$ cat src/ctm_pkg.sv
// Purpose: shared constants and types for the comm timeout monitor and modem reset
// Assumes: 50 MHz clock, classic Wishbone register access
// Notes: offsets are byte addresses of 32-bit words
package ctm_pkg;
    localparam int unsigned CLK_HZ = 50000000;
    localparam int unsigned SEC_CYCLES = CLK_HZ;
    localparam int unsigned SEC_MIN = 1;
    localparam int unsigned SEC_MAX = 100;
    localparam logic [3:0] ADDR_CTRL = 4'h0;
    localparam logic [3:0] ADDR_STAT = 4'h4;
    localparam logic [3:0] ADDR_IRQ = 4'h8;
    localparam logic [3:0] ADDR_MASK = 4'hC;
    localparam int unsigned CTRL_CHAN_LSB = 0;
    localparam int unsigned CTRL_TYPE_LSB = 2;
    localparam int unsigned CTRL_TMO_LSB = 8;
    localparam int unsigned CTRL_RST_LSB = 16;
    localparam logic [31:0] CTRL_RESET = 32'h0005_0532;
    localparam int unsigned IRQ_TIMEOUT = 0;
    localparam int unsigned IRQ_DONE = 1;
    typedef enum logic [1:0] {
        CTM_CH_PROG = 2'h0,
        CTM_CH_RS485 = 2'h1,
        CTM_CH_NET = 2'h2
    } ctm_chan_t;
    typedef enum logic [1:0] {
        CTM_MON_TX = 2'h0,
        CTM_MON_RX = 2'h1,
        CTM_MON_BOTH = 2'h2
    } ctm_mon_t;
    typedef struct packed {
        logic [2:0] tx;
        logic [2:0] rx;
    } ctm_act_t;
endpackage

$ cat src/ctm_sec_tick.sv
// Purpose: one-cycle pulse once per second
// Assumes: clk_i at CLK_HZ
// Notes: restarts when clear_i is high
`timescale 1ns/100ps
`default_nettype none
module ctm_sec_tick
    import ctm_pkg::*;
#(
    parameter int unsigned CYCLES = SEC_CYCLES
) (
    // Clock and reset
    input wire logic clk_i,
    input wire logic rst_i,
    // Control
    input wire logic clear_i,
    output logic tick_o
);
    initial begin
        if (CYCLES < 2) begin
            $error("CYCLES must be at least 2");
        end
    end
    logic [31:0] cnt_reg;
    always_ff @(posedge clk_i) begin
        if (rst_i || clear_i || cnt_reg == 32'(CYCLES - 1)) begin
            cnt_reg <= 32'h0;
        end else begin
            cnt_reg <= cnt_reg + 32'h1;
        end
    end
    always_ff @(posedge clk_i) begin
        tick_o <= !rst_i && !clear_i && cnt_reg == 32'(CYCLES - 1);
    end
endmodule
`default_nettype wire

$ cat src/ctm_sec_count.sv
// Purpose: counts seconds up to a limit and flags arrival
// Assumes: tick_i is a one-cycle pulse
// Notes: saturates at the limit
`timescale 1ns/100ps
`default_nettype none
module ctm_sec_count (
    // Clock and reset
    input wire logic clk_i,
    input wire logic rst_i,
    // Control
    input wire logic clear_i,
    input wire logic tick_i,
    input wire logic [6:0] limit_i,
    output logic reached_o
);
    logic [6:0] sec_reg;
    always_ff @(posedge clk_i) begin
        if (rst_i || clear_i) begin
            sec_reg <= 7'h0;
        end else if (tick_i && sec_reg < limit_i) begin
            sec_reg <= sec_reg + 7'h1;
        end
    end
    assign reached_o = (sec_reg >= limit_i) && !clear_i;
endmodule
`default_nettype wire

$ cat src/ctm_top.sv
// Purpose: comm inactivity monitor and embedded modem reset pulser
// Assumes: synchronous inputs, single clock, classic Wishbone slave
// Notes: seconds derive from a divider per function
//
// Behaviour
// - A reset request makes the block drive the modem reset active.
// - The modem stays in reset for the set period of 1 to 100 s, then is released.
// - A one-cycle done pulse is given in the cycle the modem is released.
// - The monitor runs while enable is high and stops on its falling edge.
// - The channel setting picks the one port that the monitor watches.
// - The inactivity timeout is set in whole seconds from 1 to 100.
// - The monitor type counts transmit, receive, or both directions of traffic.
// - While enabled, the timeout output rises once the timeout passes with no traffic.
// - The timeout output clears whenever enable changes state.
// - Per-direction activity status toggles while traffic occurs on the watched port.
//
// Implementation choices: register access over Wishbone and the placing of the registers.
`timescale 1ns/100ps
`default_nettype none
module ctm_top
    import ctm_pkg::*;
#(
    parameter int unsigned SEC_CYC = SEC_CYCLES
) (
    // Clock and reset
    input wire logic clk_i,
    input wire logic rst_i,
    // Wishbone slave
    input wire logic cyc_i,
    input wire logic stb_i,
    input wire logic we_i,
    input wire logic [3:0] adr_i,
    input wire logic [3:0] sel_i,
    input wire logic [31:0] dat_i,
    output logic [31:0] dat_o,
    output logic ack_o,
    // Port activity strobes
    input wire ctm_act_t act_i,
    // Monitor
    input wire logic mon_en_i,
    output logic timeout_o,
    output logic tx_flash_o,
    output logic rx_flash_o,
    // Modem reset
    input wire logic rst_req_i,
    output logic modem_rst_o,
    output logic rst_done_o,
    // Interrupt
    output logic irq_o
);
    initial begin
        if (SEC_CYC < 2) begin
            $error("SEC_CYC must be at least 2");
        end
    end

    function automatic logic [6:0] clamp_sec(input logic [7:0] v);
        if (v < 8'(SEC_MIN)) begin
            clamp_sec = 7'(SEC_MIN);
        end else if (v > 8'(SEC_MAX)) begin
            clamp_sec = 7'(SEC_MAX);
        end else begin
            clamp_sec = v[6:0];
        end
    endfunction

    logic [31:0] ctrl_reg;
    logic [1:0] irq_stat_reg;
    logic [1:0] irq_mask_reg;
    logic [1:0] chan;
    logic [1:0] mtype;
    logic [6:0] tmo_sec;
    logic [6:0] rst_sec;
    logic bus_req;
    logic bus_wr;
    logic bus_rd;

    assign chan = ctrl_reg[CTRL_CHAN_LSB +: 2];
    assign mtype = ctrl_reg[CTRL_TYPE_LSB +: 2];
    assign tmo_sec = clamp_sec(ctrl_reg[CTRL_TMO_LSB +: 8]);
    assign rst_sec = clamp_sec(ctrl_reg[CTRL_RST_LSB +: 8]);
    assign bus_req = cyc_i && stb_i && !ack_o;
    assign bus_wr = bus_req && we_i;
    assign bus_rd = bus_req && !we_i;

    // Bus: answers one cycle after the request, any address
    always_ff @(posedge clk_i) begin
        if (rst_i) begin
            ack_o <= 1'b0;
        end else begin
            ack_o <= bus_req;
        end
    end

    always_ff @(posedge clk_i) begin
        if (rst_i) begin
            ctrl_reg <= CTRL_RESET;
            irq_mask_reg <= 2'h0;
        end else if (bus_wr) begin
            if (adr_i == ADDR_CTRL) begin
                for (int b = 0; b < 4; b++) begin
                    if (sel_i[b]) begin
                        ctrl_reg[8*b +: 8] <= dat_i[8*b +: 8];
                    end
                end
            end else if (adr_i == ADDR_MASK && sel_i[0]) begin
                irq_mask_reg <= dat_i[1:0];
            end
        end
    end

    // Monitor traffic selection
    logic tx_hit;
    logic rx_hit;
    logic traffic;
    always_comb begin
        tx_hit = 1'b0;
        rx_hit = 1'b0;
        case (chan)
            CTM_CH_PROG: begin
                tx_hit = act_i.tx[0];
                rx_hit = act_i.rx[0];
            end
            CTM_CH_RS485: begin
                tx_hit = act_i.tx[1];
                rx_hit = act_i.rx[1];
            end
            CTM_CH_NET: begin
                tx_hit = act_i.tx[2];
                rx_hit = act_i.rx[2];
            end
            default: begin
                tx_hit = 1'b0;
                rx_hit = 1'b0;
            end
        endcase
    end

    always_comb begin
        case (mtype)
            CTM_MON_TX: traffic = tx_hit;
            CTM_MON_RX: traffic = rx_hit;
            CTM_MON_BOTH: traffic = tx_hit || rx_hit;
            default: traffic = tx_hit || rx_hit;
        endcase
    end

    // Monitor timer
    logic en_d_reg;
    logic en_edge;
    logic mon_clear;
    logic mon_tick;
    logic mon_reached;
    assign en_edge = en_d_reg != mon_en_i;
    assign mon_clear = !mon_en_i || traffic || en_edge;

    always_ff @(posedge clk_i) begin
        if (rst_i) begin
            en_d_reg <= 1'b0;
        end else begin
            en_d_reg <= mon_en_i;
        end
    end

    ctm_sec_tick #(
        .CYCLES(SEC_CYC)
    ) u_mon_tick (
        .clk_i(clk_i),
        .rst_i(rst_i),
        .clear_i(mon_clear),
        .tick_o(mon_tick)
    );

    ctm_sec_count u_mon_count (
        .clk_i(clk_i),
        .rst_i(rst_i),
        .clear_i(mon_clear),
        .tick_i(mon_tick),
        .limit_i(tmo_sec),
        .reached_o(mon_reached)
    );

    always_ff @(posedge clk_i) begin
        if (rst_i || en_edge) begin
            timeout_o <= 1'b0;
        end else if (mon_en_i && mon_reached) begin
            timeout_o <= 1'b1;
        end
    end

    always_ff @(posedge clk_i) begin
        if (rst_i) begin
            tx_flash_o <= 1'b0;
            rx_flash_o <= 1'b0;
        end else begin
            tx_flash_o <= tx_flash_o ^ tx_hit;
            rx_flash_o <= rx_flash_o ^ rx_hit;
        end
    end

    // Modem reset sequencer
    typedef enum logic [1:0] {
        CTM_RS_IDLE = 2'b01,
        CTM_RS_HOLD = 2'b10
    } ctm_rs_t;
    ctm_rs_t rs_reg;
    logic rs_tick;
    logic rs_reached;
    logic rs_idle;
    assign rs_idle = rs_reg == CTM_RS_IDLE;

    ctm_sec_tick #(
        .CYCLES(SEC_CYC)
    ) u_rs_tick (
        .clk_i(clk_i),
        .rst_i(rst_i),
        .clear_i(rs_idle),
        .tick_o(rs_tick)
    );

    ctm_sec_count u_rs_count (
        .clk_i(clk_i),
        .rst_i(rst_i),
        .clear_i(rs_idle),
        .tick_i(rs_tick),
        .limit_i(rst_sec),
        .reached_o(rs_reached)
    );

    always_ff @(posedge clk_i) begin
        if (rst_i) begin
            rs_reg <= CTM_RS_IDLE;
            modem_rst_o <= 1'b0;
            rst_done_o <= 1'b0;
        end else begin
            rst_done_o <= 1'b0;
            case (rs_reg)
                CTM_RS_IDLE: begin
                    if (rst_req_i) begin
                        rs_reg <= CTM_RS_HOLD;
                        modem_rst_o <= 1'b1;
                    end
                end
                CTM_RS_HOLD: begin
                    if (rs_reached) begin
                        rs_reg <= CTM_RS_IDLE;
                        modem_rst_o <= 1'b0;
                        rst_done_o <= 1'b1;
                    end
                end
                default: begin
                    rs_reg <= CTM_RS_IDLE;
                    modem_rst_o <= 1'b0;
                end
            endcase
        end
    end

    // Interrupt status: set wins over the clear-on-read
    logic [1:0] irq_set;
    logic stat_rd;
    logic irq_timeout_d_reg;
    assign irq_set = {rst_done_o, timeout_o && !irq_timeout_d_reg};
    assign stat_rd = bus_rd && adr_i == ADDR_IRQ;
    always_ff @(posedge clk_i) begin
        if (rst_i) begin
            irq_timeout_d_reg <= 1'b0;
            irq_stat_reg <= 2'h0;
            irq_o <= 1'b0;
        end else begin
            irq_timeout_d_reg <= timeout_o;
            irq_stat_reg <= (stat_rd ? 2'h0 : irq_stat_reg) | irq_set;
            irq_o <= |(irq_stat_reg & irq_mask_reg);
        end
    end

    always_ff @(posedge clk_i) begin
        if (rst_i) begin
            dat_o <= 32'h0;
        end else if (bus_rd) begin
            case (adr_i)
                ADDR_CTRL: dat_o <= ctrl_reg;
                ADDR_STAT: dat_o <= {26'h0, en_d_reg, rx_flash_o, tx_flash_o,
                    rst_done_o, modem_rst_o, timeout_o};
                ADDR_IRQ: dat_o <= {30'h0, irq_stat_reg};
                ADDR_MASK: dat_o <= {30'h0, irq_mask_reg};
                default: dat_o <= 32'h0;
            endcase
        end
    end

    // Checks
    a_req_starts_reset: assert property (@(posedge clk_i) disable iff (rst_i)
        rs_idle && rst_req_i |=> modem_rst_o) else $error("reset not asserted");
    a_one_cycle_req: assert property (@(posedge clk_i) disable iff (rst_i)
        rs_idle && rst_req_i ##1 !rst_req_i |=> modem_rst_o) else $error("short req lost");
    a_hold_until_done: assert property (@(posedge clk_i) disable iff (rst_i)
        $fell(modem_rst_o) |-> $past(rs_reached)) else $error("early release");
    a_done_at_release: assert property (@(posedge clk_i) disable iff (rst_i)
        rst_done_o |-> $fell(modem_rst_o)) else $error("done pulse misplaced");
    a_done_single: assert property (@(posedge clk_i) disable iff (rst_i)
        rst_done_o |=> !rst_done_o) else $error("done pulse too long");
    a_edge_clears_out: assert property (@(posedge clk_i) disable iff (rst_i)
        en_edge |=> !timeout_o) else $error("timeout not cleared");
    a_disabled_no_flag: assert property (@(posedge clk_i) disable iff (rst_i)
        !mon_en_i ##1 !mon_en_i |=> !timeout_o) else $error("flag while disabled");
    a_traffic_no_rise: assert property (@(posedge clk_i) disable iff (rst_i)
        traffic && !timeout_o |=> !timeout_o) else $error("flag despite traffic");
    a_flash_toggle: assert property (@(posedge clk_i) disable iff (rst_i)
        tx_hit |=> tx_flash_o != $past(tx_flash_o)) else $error("tx flash stuck");
    a_flag_needs_en: assert property (@(posedge clk_i) disable iff (rst_i)
        $rose(timeout_o) |-> $past(mon_en_i)) else $error("flag without enable");

    // Sequencer holds and stays quiet until the period is over, and stays released while idle with no request
    a_hold_stays: assert property (@(posedge clk_i) disable iff (rst_i)
        !rs_idle && !rs_reached |=> modem_rst_o) else $error("modem released early");
    a_no_early_done: assert property (@(posedge clk_i) disable iff (rst_i)
        !rs_idle && !rs_reached |=> !rst_done_o) else $error("done before release");
    a_idle_released: assert property (@(posedge clk_i) disable iff (rst_i)
        rs_idle && !rst_req_i |=> !modem_rst_o) else $error("reset without request");
    // Monitor flag and activity status
    a_flag_holds: assert property (@(posedge clk_i) disable iff (rst_i)
        timeout_o && !en_edge |=> timeout_o) else $error("flag dropped while quiet");
    a_rise_quiet: assert property (@(posedge clk_i) disable iff (rst_i)
        $rose(timeout_o) |-> !$past(traffic)) else $error("flag rose after traffic");
    a_rx_toggle: assert property (@(posedge clk_i) disable iff (rst_i)
        rx_hit |=> rx_flash_o != $past(rx_flash_o)) else $error("rx flash stuck");
    a_tx_quiet: assert property (@(posedge clk_i) disable iff (rst_i)
        !tx_hit |=> $stable(tx_flash_o)) else $error("tx flash without traffic");
    a_rx_quiet: assert property (@(posedge clk_i) disable iff (rst_i)
        !rx_hit |=> $stable(rx_flash_o)) else $error("rx flash without traffic");
    // Interrupt status, mask and bus answer
    a_done_sets_irq: assert property (@(posedge clk_i) disable iff (rst_i)
        rst_done_o |=> irq_stat_reg[IRQ_DONE]) else $error("done event lost");
    a_rise_sets_irq: assert property (@(posedge clk_i) disable iff (rst_i)
        timeout_o && !irq_timeout_d_reg |=> irq_stat_reg[IRQ_TIMEOUT]) else $error("timeout event lost");
    a_read_clears: assert property (@(posedge clk_i) disable iff (rst_i)
        stat_rd && !irq_set[IRQ_DONE] |=> !irq_stat_reg[IRQ_DONE]) else $error("status not cleared");
    a_irq_high: assert property (@(posedge clk_i) disable iff (rst_i)
        |(irq_stat_reg & irq_mask_reg) |=> irq_o) else $error("irq missing");
    a_irq_low: assert property (@(posedge clk_i) disable iff (rst_i)
        !(|(irq_stat_reg & irq_mask_reg)) |=> !irq_o) else $error("irq without cause");
    a_ack_single: assert property (@(posedge clk_i) disable iff (rst_i)
        ack_o |=> !ack_o) else $error("ack longer than one cycle");
endmodule
`default_nettype wire

$ cat config.mk
export PLATFORM = sky130hd
export DESIGN_NAME = ctm_top
export DESIGN_NICKNAME = d
export VERILOG_FILES = /design/src/ctm_pkg.sv /design/src/ctm_sec_tick.sv /design/src/ctm_sec_count.sv /design/src/ctm_top.sv
export SDC_FILE = /design/constraint.sdc
export NUM_CORES = 1
export LEC_CHECK = 0
export BUFFER_PORTS_ARGS = -buffer_cell sky130_fd_sc_hd__buf_2
export CORE_MARGIN = 2
export CORE_UTILIZATION = 34
export DETAILED_ROUTE_END_ITERATION = 6
export GPL_TIMING_DRIVEN = 0
export PLACE_DENSITY_LB_ADDON = 0.08
export SLEW_MARGIN = 20
export SYNTH_ARGS = -nofsm -noshare
export SYNTH_HDL_FRONTEND = slang
export SYNTH_SLANG_ARGS = --single-unit
$ cat constraint.sdc
create_clock -name clk_i -period 3.55 [get_ports clk_i]
set_input_delay 0.8875 -clock clk_i [delete_from_list [all_inputs] [get_ports clk_i]]
set_output_delay 0.8875 -clock clk_i [all_outputs]
set_load 0.02 [all_outputs]
[Yosys cells after proc, flatten, opt, wreduce, memory -nomap -nowiden]
Index checks and enable logic that the tools add are counted.
Word-level totals
  logic and storage cells: 112
  flip-flop bits (word level): 159
  output and inout port bits: 39
Cells by class
  add/subtract/negate cells: 4
  equality and inequality tests: 13
  $lt $le $gt $ge: 8
  reductions and logical operators: 42
  bitwise gates (word level): 6
  muxes and demuxes: 16
Operators by type and width (count)
  $pmux 32 s4: 1
  $add 32x1->32 const B: 2
  $eq 32x26->1 const B: 2
  $mux 7: 4
  $gt 8x7->1 const B: 2
  $logic_and 1x1->1: 16
  $lt 8x1->1 const B: 2
  $reduce_and 3->1: 5
  $add 7x1->7 const B: 2
  $ge 7x7->1: 2
  $lt 7x7->1: 2
  $eq 4x4->1 const B: 2
  $logic_or 1x1->1: 8
  $logic_not 1->1: 7
  $eq 2x1->1 const B: 3
  $mux 2: 3
  $pmux 1 s3: 2
  $eq 2x2->1 const B: 2
  $eq 4x3->1 const B: 1
  $logic_not 2->1: 2
  $logic_not 4->1: 1
  $ne 2x2->1 const B: 2
  $pmux 1 s2: 2
  $pmux 2 s2: 1
  other kinds (8): 13

[Logic depth before layout (Yosys ltp)]
Gate-level depths: netlist of run 1.
  depth after elaboration: 9
  depth in mapped cells: 12

[Hierarchy]
Synthesis of run 1 repeated with hierarchy kept, for this count alone.
Second synthesis, totals
  cell total of the unflattened synthesis: 869
  area, all modules: 7467.2 µm²
Modules (own cells, without submodules)
  ctm_top: cells an instance 391, times used 1, area each 3235.6 µm²
  ctm_sec_tick: cells an instance 170, times used 2, area each 1527.7 µm²
  ctm_sec_count: cells an instance 69, times used 2, area each 588.1 µm²

[Worst setup path after synthesis of run 1]
No wires, ideal clock.
  path kind: register to register
  start: register ctrl_reg[16]
  end: register u_rs_count.sec_reg[3]
  slack: 0.969 ns
  data required time: 3.480 ns
  clock period less this slack: 2.581 ns
  library setup time: 0.070 ns
  cell stages (with the launch flop): 12
  arrival time: 2.511 ns
  cell sequence: dfxtp_1 o21ai_0 nand2_1 a31oi_1 nand2_1 ha_1 a21o_1 a21o_1 a21o_1 clkbuf_1 or4_1 a21oi_1
On the way
  word-level cells in the longest chain between the ends: 5
  elaborated cells between the ends (all ways): 6
  those cells by class: order compare (3); mux (2); reduce/logical (1)
Ends and longest elaborated chain
  start, declared: line ctm_top.sv:67  | logic [31:0] ctrl_reg;
  start signal, assigned by index: line ctm_top.sv:103  | ctrl_reg[8*b +: 8] <= dat_i[8*b +: 8];
  $gt 8x7->1: line ctm_top.sv:60  | end else if (v > 8'(SEC_MAX)) begin
  $mux 7: line ctm_top.sv:60
  $mux 7 *: line ctm_top.sv:58  | if (v < 8'(SEC_MIN)) begin
  $lt 7x7->1 *: line ctm_sec_count.sv:20  | end else if (tick_i && sec_reg < limit_i) begin
  $logic_and 1x1->1 *: line ctm_sec_count.sv:20
  end signal, assigned: line ctm_sec_count.sv:21  | sec_reg <= sec_reg + 7'h1;
  end, declared: line ctm_sec_count.sv:16  | logic [6:0] sec_reg;
Every way passes the cells marked *; elsewhere a longest branch is shown, timed or not.
A chain may end at the register's enable or synchronous reset.

[Final worst setup path of run 1]
  start: register ctrl_reg[17]
  end: register u_rs_count.sec_reg[3]
The elaborated chain is that of the path after synthesis.

==> results of run 1 <==
routing by layer:
layer	routed length (µm)	vias to the layer above
met5	0	-
met4	198	0
met3	905	15
met2	8730	134
met1	9330	2934
li1	-	3270
final timing paths:
path / cells past startpoint / from / slack, ns / to
min reg2reg: 2 / dat_o[26]$_SDFFE_PP0P_ / 0.45 / dat_o[26]$_SDFFE_PP0P_
max: 11 / ctrl_reg[17]$_SDFFE_PP0P_ / 0.63 / u_rs_count.sec_reg[3]$_SDFFE_PP0P_
min: 2 / dat_o[26]$_SDFFE_PP0P_ / 0.45 / dat_o[26]$_SDFFE_PP0P_
max reg2reg: 11 / ctrl_reg[17]$_SDFFE_PP0P_ / 0.63 / u_rs_count.sec_reg[3]$_SDFFE_PP0P_
power by group through the flow:
stage | clock network [µW] | registers [µW] | logic (µW)
2_1_floorplan | 0 | 1830 | 72.3
3_3_place_gp | 0 | 1830 | 147
3_5_place_dp | 0 | 1830 | 147
4_1_cts | 1770 | 1790 | 148
5_1_grt | 1850 | 1790 | 159
6_report | 1720 | 1790 | 144
per-stage QoR:
step	power, µW	hold slack (ns)
finish	3650	0.449
global route	3800	0.470
CTS	3710	0.451
detailed placement	1980	0.442
global placement	1980	0.438
floorplan	1910	0.437
layout make-up:
cell class / count / area [µm²]
timing repair buffer: 86 / 430
inverter: 15 / 56.3
multi-input combinational: 645 / 3780
fill: 2203 / 12300
tap: 275 / 344
clock buffer: 21 / 450
buffer: 39 / 161
clock inverter: 10 / 92.6
sequential: 158 / 3160
cells by family (layout without fill, tap and decap cells):
kind of cell | Yosys count | count (layout) | synth area share (%)
AND/OR/NAND/NOR | 419 | 419 | 30.1
flip-flops | 158 | 158 | 44.1
AO/OA/AOI/OAI | 148 | 148 | 11.7
buffers and inverters | 54 | 171 | 3.04
XOR/XNOR | 50 | 50 | 6.11
adder cells (fa/ha/maj) | 18 | 18 | 3.14
multiplexers | 10 | 10 | 1.75
synthesized netlist by cell type (all sizes together), types with 14 or more instances:
cell / count / area, µm²
clkbuf: 35 / 131
ha: 18 / 225
xnor2: 23 / 201
nor4: 14 / 93.8
nand2: 98 / 368
nor2: 82 / 308
a21oi: 90 / 450
o21ai: 24 / 131
inv: 15 / 56.3
xor2: 27 / 236
or4: 15 / 116
nand3: 93 / 475
dfxtp: 158 / 3160
nor3: 16 / 85.1
nand4: 26 / 163
worst max-delay path: cells and delay by family (launching register included):
| family | cells | cell delay, ns |
|---|---|---|
| AOI/OAI and AO/OA | 6 | 1.24 |
| and+or+nand+nor | 3 | 0.71 |
| DFF | 1 | 0.36 |
| adders and majority gates | 1 | 0.30 |
| buffers and inverters | 1 | 0.21 |
==> metrics, run 1 <==
Least-Margin Pin Slew 0.884 ns; Max clock buf depth 2; Syn Area/Cell 8.36 µm²; Fin Clk Skew 0.0110 ns; Cell Rows 53; P_int 2810 µW; met3 GRT Util 3.46%; Switching Fraction 23.1%; Max Cap Viol 0; Final min period 2.92 ns; flops & latches, synth 158; most frequent cells in the layout 158 x dfxtp_1, 98 x nand2_1, 91 x nand3_1, 90 x a21oi_1, 86 x buf_2; setup repair bufs after CTS 0; Switch Pwr 844 µW; Via Count 6,353; commonest non-fill, non-tap cell in the layout dfxtp_1; grt met1 use 24.2%; clk_lat worst skew 0.42 ns; Area growth syn-to-layout 18.4%; Leakage 0.00295 µW; post-synth cell types 55; unrepaired setup endpoints after global routing false; IO Pins 92; Die H 149 µm; clock share of power 47.0%; CTS clock-pin slew for the worst setup and hold paths 0.06 ns; Worst Setup Start Kind flip-flop; power per standard cell area 431 nW/µm²; total CTS buffers 17; first drt pass iteration count 5; CP max stage cell or4_1; initial antenna violation count 0; Post-Synthesis Cell Area 7160 µm²; Finished Layout Cells 1,249; Crit path required time 3.90 ns; crit path kind reg2reg; final core occ 40.7%; DRC Markers 0; H-tree levels 4; gr busiest metal met2; ANT nets after route 0; Final nets 1,033; vias in the first global route 5,979; run status finished, final reports clean; CP Cell Sequence o21ai_0 -> nand2_1 -> a31oi_1 -> nand2_1 -> ha_1 -> a21o_1 -> a21o_1 -> a21o_1 -> clkbuf_1 -> or4_1 -> a21oi_1; Hold Path Class reg2reg; share of layout cells above drive strength 1 13.7%; GRT overflow 0; Initial Util 34.4%; EDFF count, synth 0; Critical Path AT 3.27 ns; final slew viol count 0; Critical Path Max Stage Delay 0.54 ns; ys async rst share 0%; placed insts 1,218; # clock sinks 158; Routed WL 19,200 µm; cell count after synthesis 857; Vias per Instance 5.09; Combinational Power Share 4.0%; fmax 342 MHz; n_diodes 0; CP max FO 10; top_reg_cell synth dfxtp_1; IO buf count 86; total global-route track usage 17.6%; Die X 149 µm; Clock Root Buffer clkbuf_16; drt wl/cell 15.3 µm; grt met2 use 28.2%; setup violators final 0; total die area 22,200 µm²; Max IR drop VDD 0.000289 V; register share of total power 49.1%; Hold Fails Final Rpt 0; dpl ws 0.406 ns; largest net degree at the start of global routing 17; Final HPWL DP 14,100 µm; dpl cell area 7940 µm²; GPL Wtd Cong 0.792; relative slew slack 40.5%; post-route setup slack 0.628 ns; Final Cycle Share 82.3%; global-route wire length before repair 31,300 µm; design area 8480 µm²; CTS tree done; Yosys warning count 0; PostCTS Resize Cnt 0; core area 20,800 µm²; Post-CTS Hold Buffers 0; sequential area share after synthesis 44.1%; DR iter-0 viols 283; Synth Net Count 928; Critical Path Sink Type flip-flop; setup_tns 0 ns; CP most frequent cell a21o_1
No activity file was read; power rests on OpenSTA's default activity.
==> run 2, diff against run 1 <==
clock period = 2.85 ns   (was 3.55 ns; I/O delays follow)
==> run 2 against run 1 <==
Total power rose by 25%. Non-clock buffer count rose by 1. First-iteration DRC count fell by 0.71%. Hold slack barely moved. Design area rose by 0.53%. Global-route usage barely moved. Register-to-register slack got worse by 0.43 ns. Die area did not move. Combinational power rose by 25%. Clock-buffer cell count did not move.
==> metrics, run 2 (synthesis results as in run 1) <==
run status finished, final reports clean; Critical Path AT 3.00 ns; share of layout cells above drive strength 1 14.5%; crit path kind reg2reg; Clock Root Buffer clkbuf_16; IO buf count 86; CP most frequent cell a21o_1; Area growth syn-to-layout 19.0%; n_diodes 0; Leakage 0.00297 µW; unrepaired setup endpoints after global routing false; Least-Margin Pin Slew 0.884 ns; Die H 149 µm; H-tree levels 4; final core occ 41.0%; largest net degree at the start of global routing 17; core area 20,800 µm²; Critical Path Sink Type flip-flop; multi-input logic area 3820 µm²; global-route wire length before repair 31,300 µm; total CTS buffers 17; worst reg2reg path startpoint ctrl_reg[16]$_SDFFE_PP1P_; DR iter-0 viols 281; commonest non-fill, non-tap cell in the layout dfxtp_1; Worst Setup SP ctrl_reg[16]$_SDFFE_PP1P_; vias in the first global route 5,978; Hold Path Class reg2reg; DRC Markers 0; Max Cap Viol 0; sequential cell area 3160 µm²; CP max FO 10; Critical Path Max Stage Delay 0.51 ns; IO Pins 92; # clock sinks 158; power per standard cell area 534 nW/µm²; ANT nets after route 0; WHS 0.449 ns; Tot Pwr 4550 µW; drt wl/cell 15.4 µm; Routed WL 19,200 µm; Initial Util 34.4%; Post-CTS Hold Buffers 0; setup violators final 0; Die X 149 µm; Crit path required time 3.20 ns; Cell Rows 53; Final HPWL DP 14,100 µm; Vias per Instance 5.10; total die area 22,200 µm²; Finished Layout Cells 1,250; fmax 377 MHz; Max IR drop VDD 0.000361 V; first drt pass iteration count 6; clk_lat worst skew 0.42 ns; CTS clock-pin slew for the worst setup and hold paths 0.06 ns; CP max stage cell or4_1; Via Count 6,377; CTS tree done; initial antenna violation count 0; placed insts 1,218; Final nets 1,034; GRT overflow 0; GPL Wtd Cong 0.792; Final Cycle Share 93.2%; Final min period 2.66 ns; CP Cell Sequence o21ai_1 -> nand2_1 -> a31oi_4 -> nand2_1 -> ha_1 -> a21o_1 -> a21o_1 -> a21o_1 -> buf_2 -> or4_1 -> a21oi_1; total global-route track usage 17.7%; most frequent cells in the layout 157 x dfxtp_1, 98 x nand2_1, 91 x nand3_1, 90 x a21oi_1, 87 x buf_2; FILL cells 2,200; Max clock buf depth 2; Hold Fails Final Rpt 0; Worst Setup Start Kind flip-flop; HP Start dat_o[26]$_SDFFE_PP0P_; final slew viol count 0; relative slew slack 40.5%; Fin Clk Skew 0.0110 ns
[run 2: repair_timing]
item / 4_1_cts / 5_1_grt
pin swaps: 0 / 1
endpoints found under the setup margin: 3 / 10
buffers inserted: 0 / 1
resized for setup: 2 / 14
[run 2: metal layers]
layer	track usage [%]	part of all wire [%]
met1	24.2	49
met2	28.2	45
met5	0	0
met4	5.14	1.1
met3	3.46	4.5
[run 2: worst max-delay path: cells and delay by family (launching register included)]
kind	cells	cell delay, ns
AO/OA/AOI/OAI	6	1.07
AND/OR/NAND/NOR	3	0.69
adder cells (fa/ha/maj)	1	0.29
flip-flops	1	0.34
buffers and inverters	1	0.18
[run 2: cell type report]
class,instances,area share (%)
multi-input cells,645,44.8
clock buffers,21,5.28
plain buffers,39,1.94
inverters,15,0.660
clock inverters,10,1.09
repair buffers,87,5.14
well taps,275,4.04
flip-flops and latches,158,37.1
[run 2: path summary, 6_finish.rpt]
kind | cells past startpoint | slack, ns | endpoint
setup reg to reg | 11 | 0.19 | u_rs_count.sec_reg[3]$_SDFFE_PP0P_
setup / recovery | 11 | 0.19 | u_rs_count.sec_reg[3]$_SDFFE_PP0P_
hold / removal | 2 | 0.45 | dat_o[26]$_SDFFE_PP0P_
hold reg to reg | 2 | 0.45 | dat_o[26]$_SDFFE_PP0P_
[run 2: metrics by stage]
step / setup WS (ns) / cell area (µm²) / setup TNS (ns)
6_report: 0.194 / 8530 / 0
4_1_cts: 0.00715 / 8500 / 0
3_3_place_gp: -0.0761 / 7940 / -1.20
5_1_grt: 0.000824 / 8530 / 0
3_5_place_dp: -0.119 / 7940 / -1.76
2_1_floorplan: 0.269 / 7160 / 0
[run 2: where the power goes]
group          switching, µW  total [µW]  internal [µW]
sequential              12.9        2230           2220
clock                    922        2140           1220
combinational            117         180           62.9
total                   1050        4550           3500
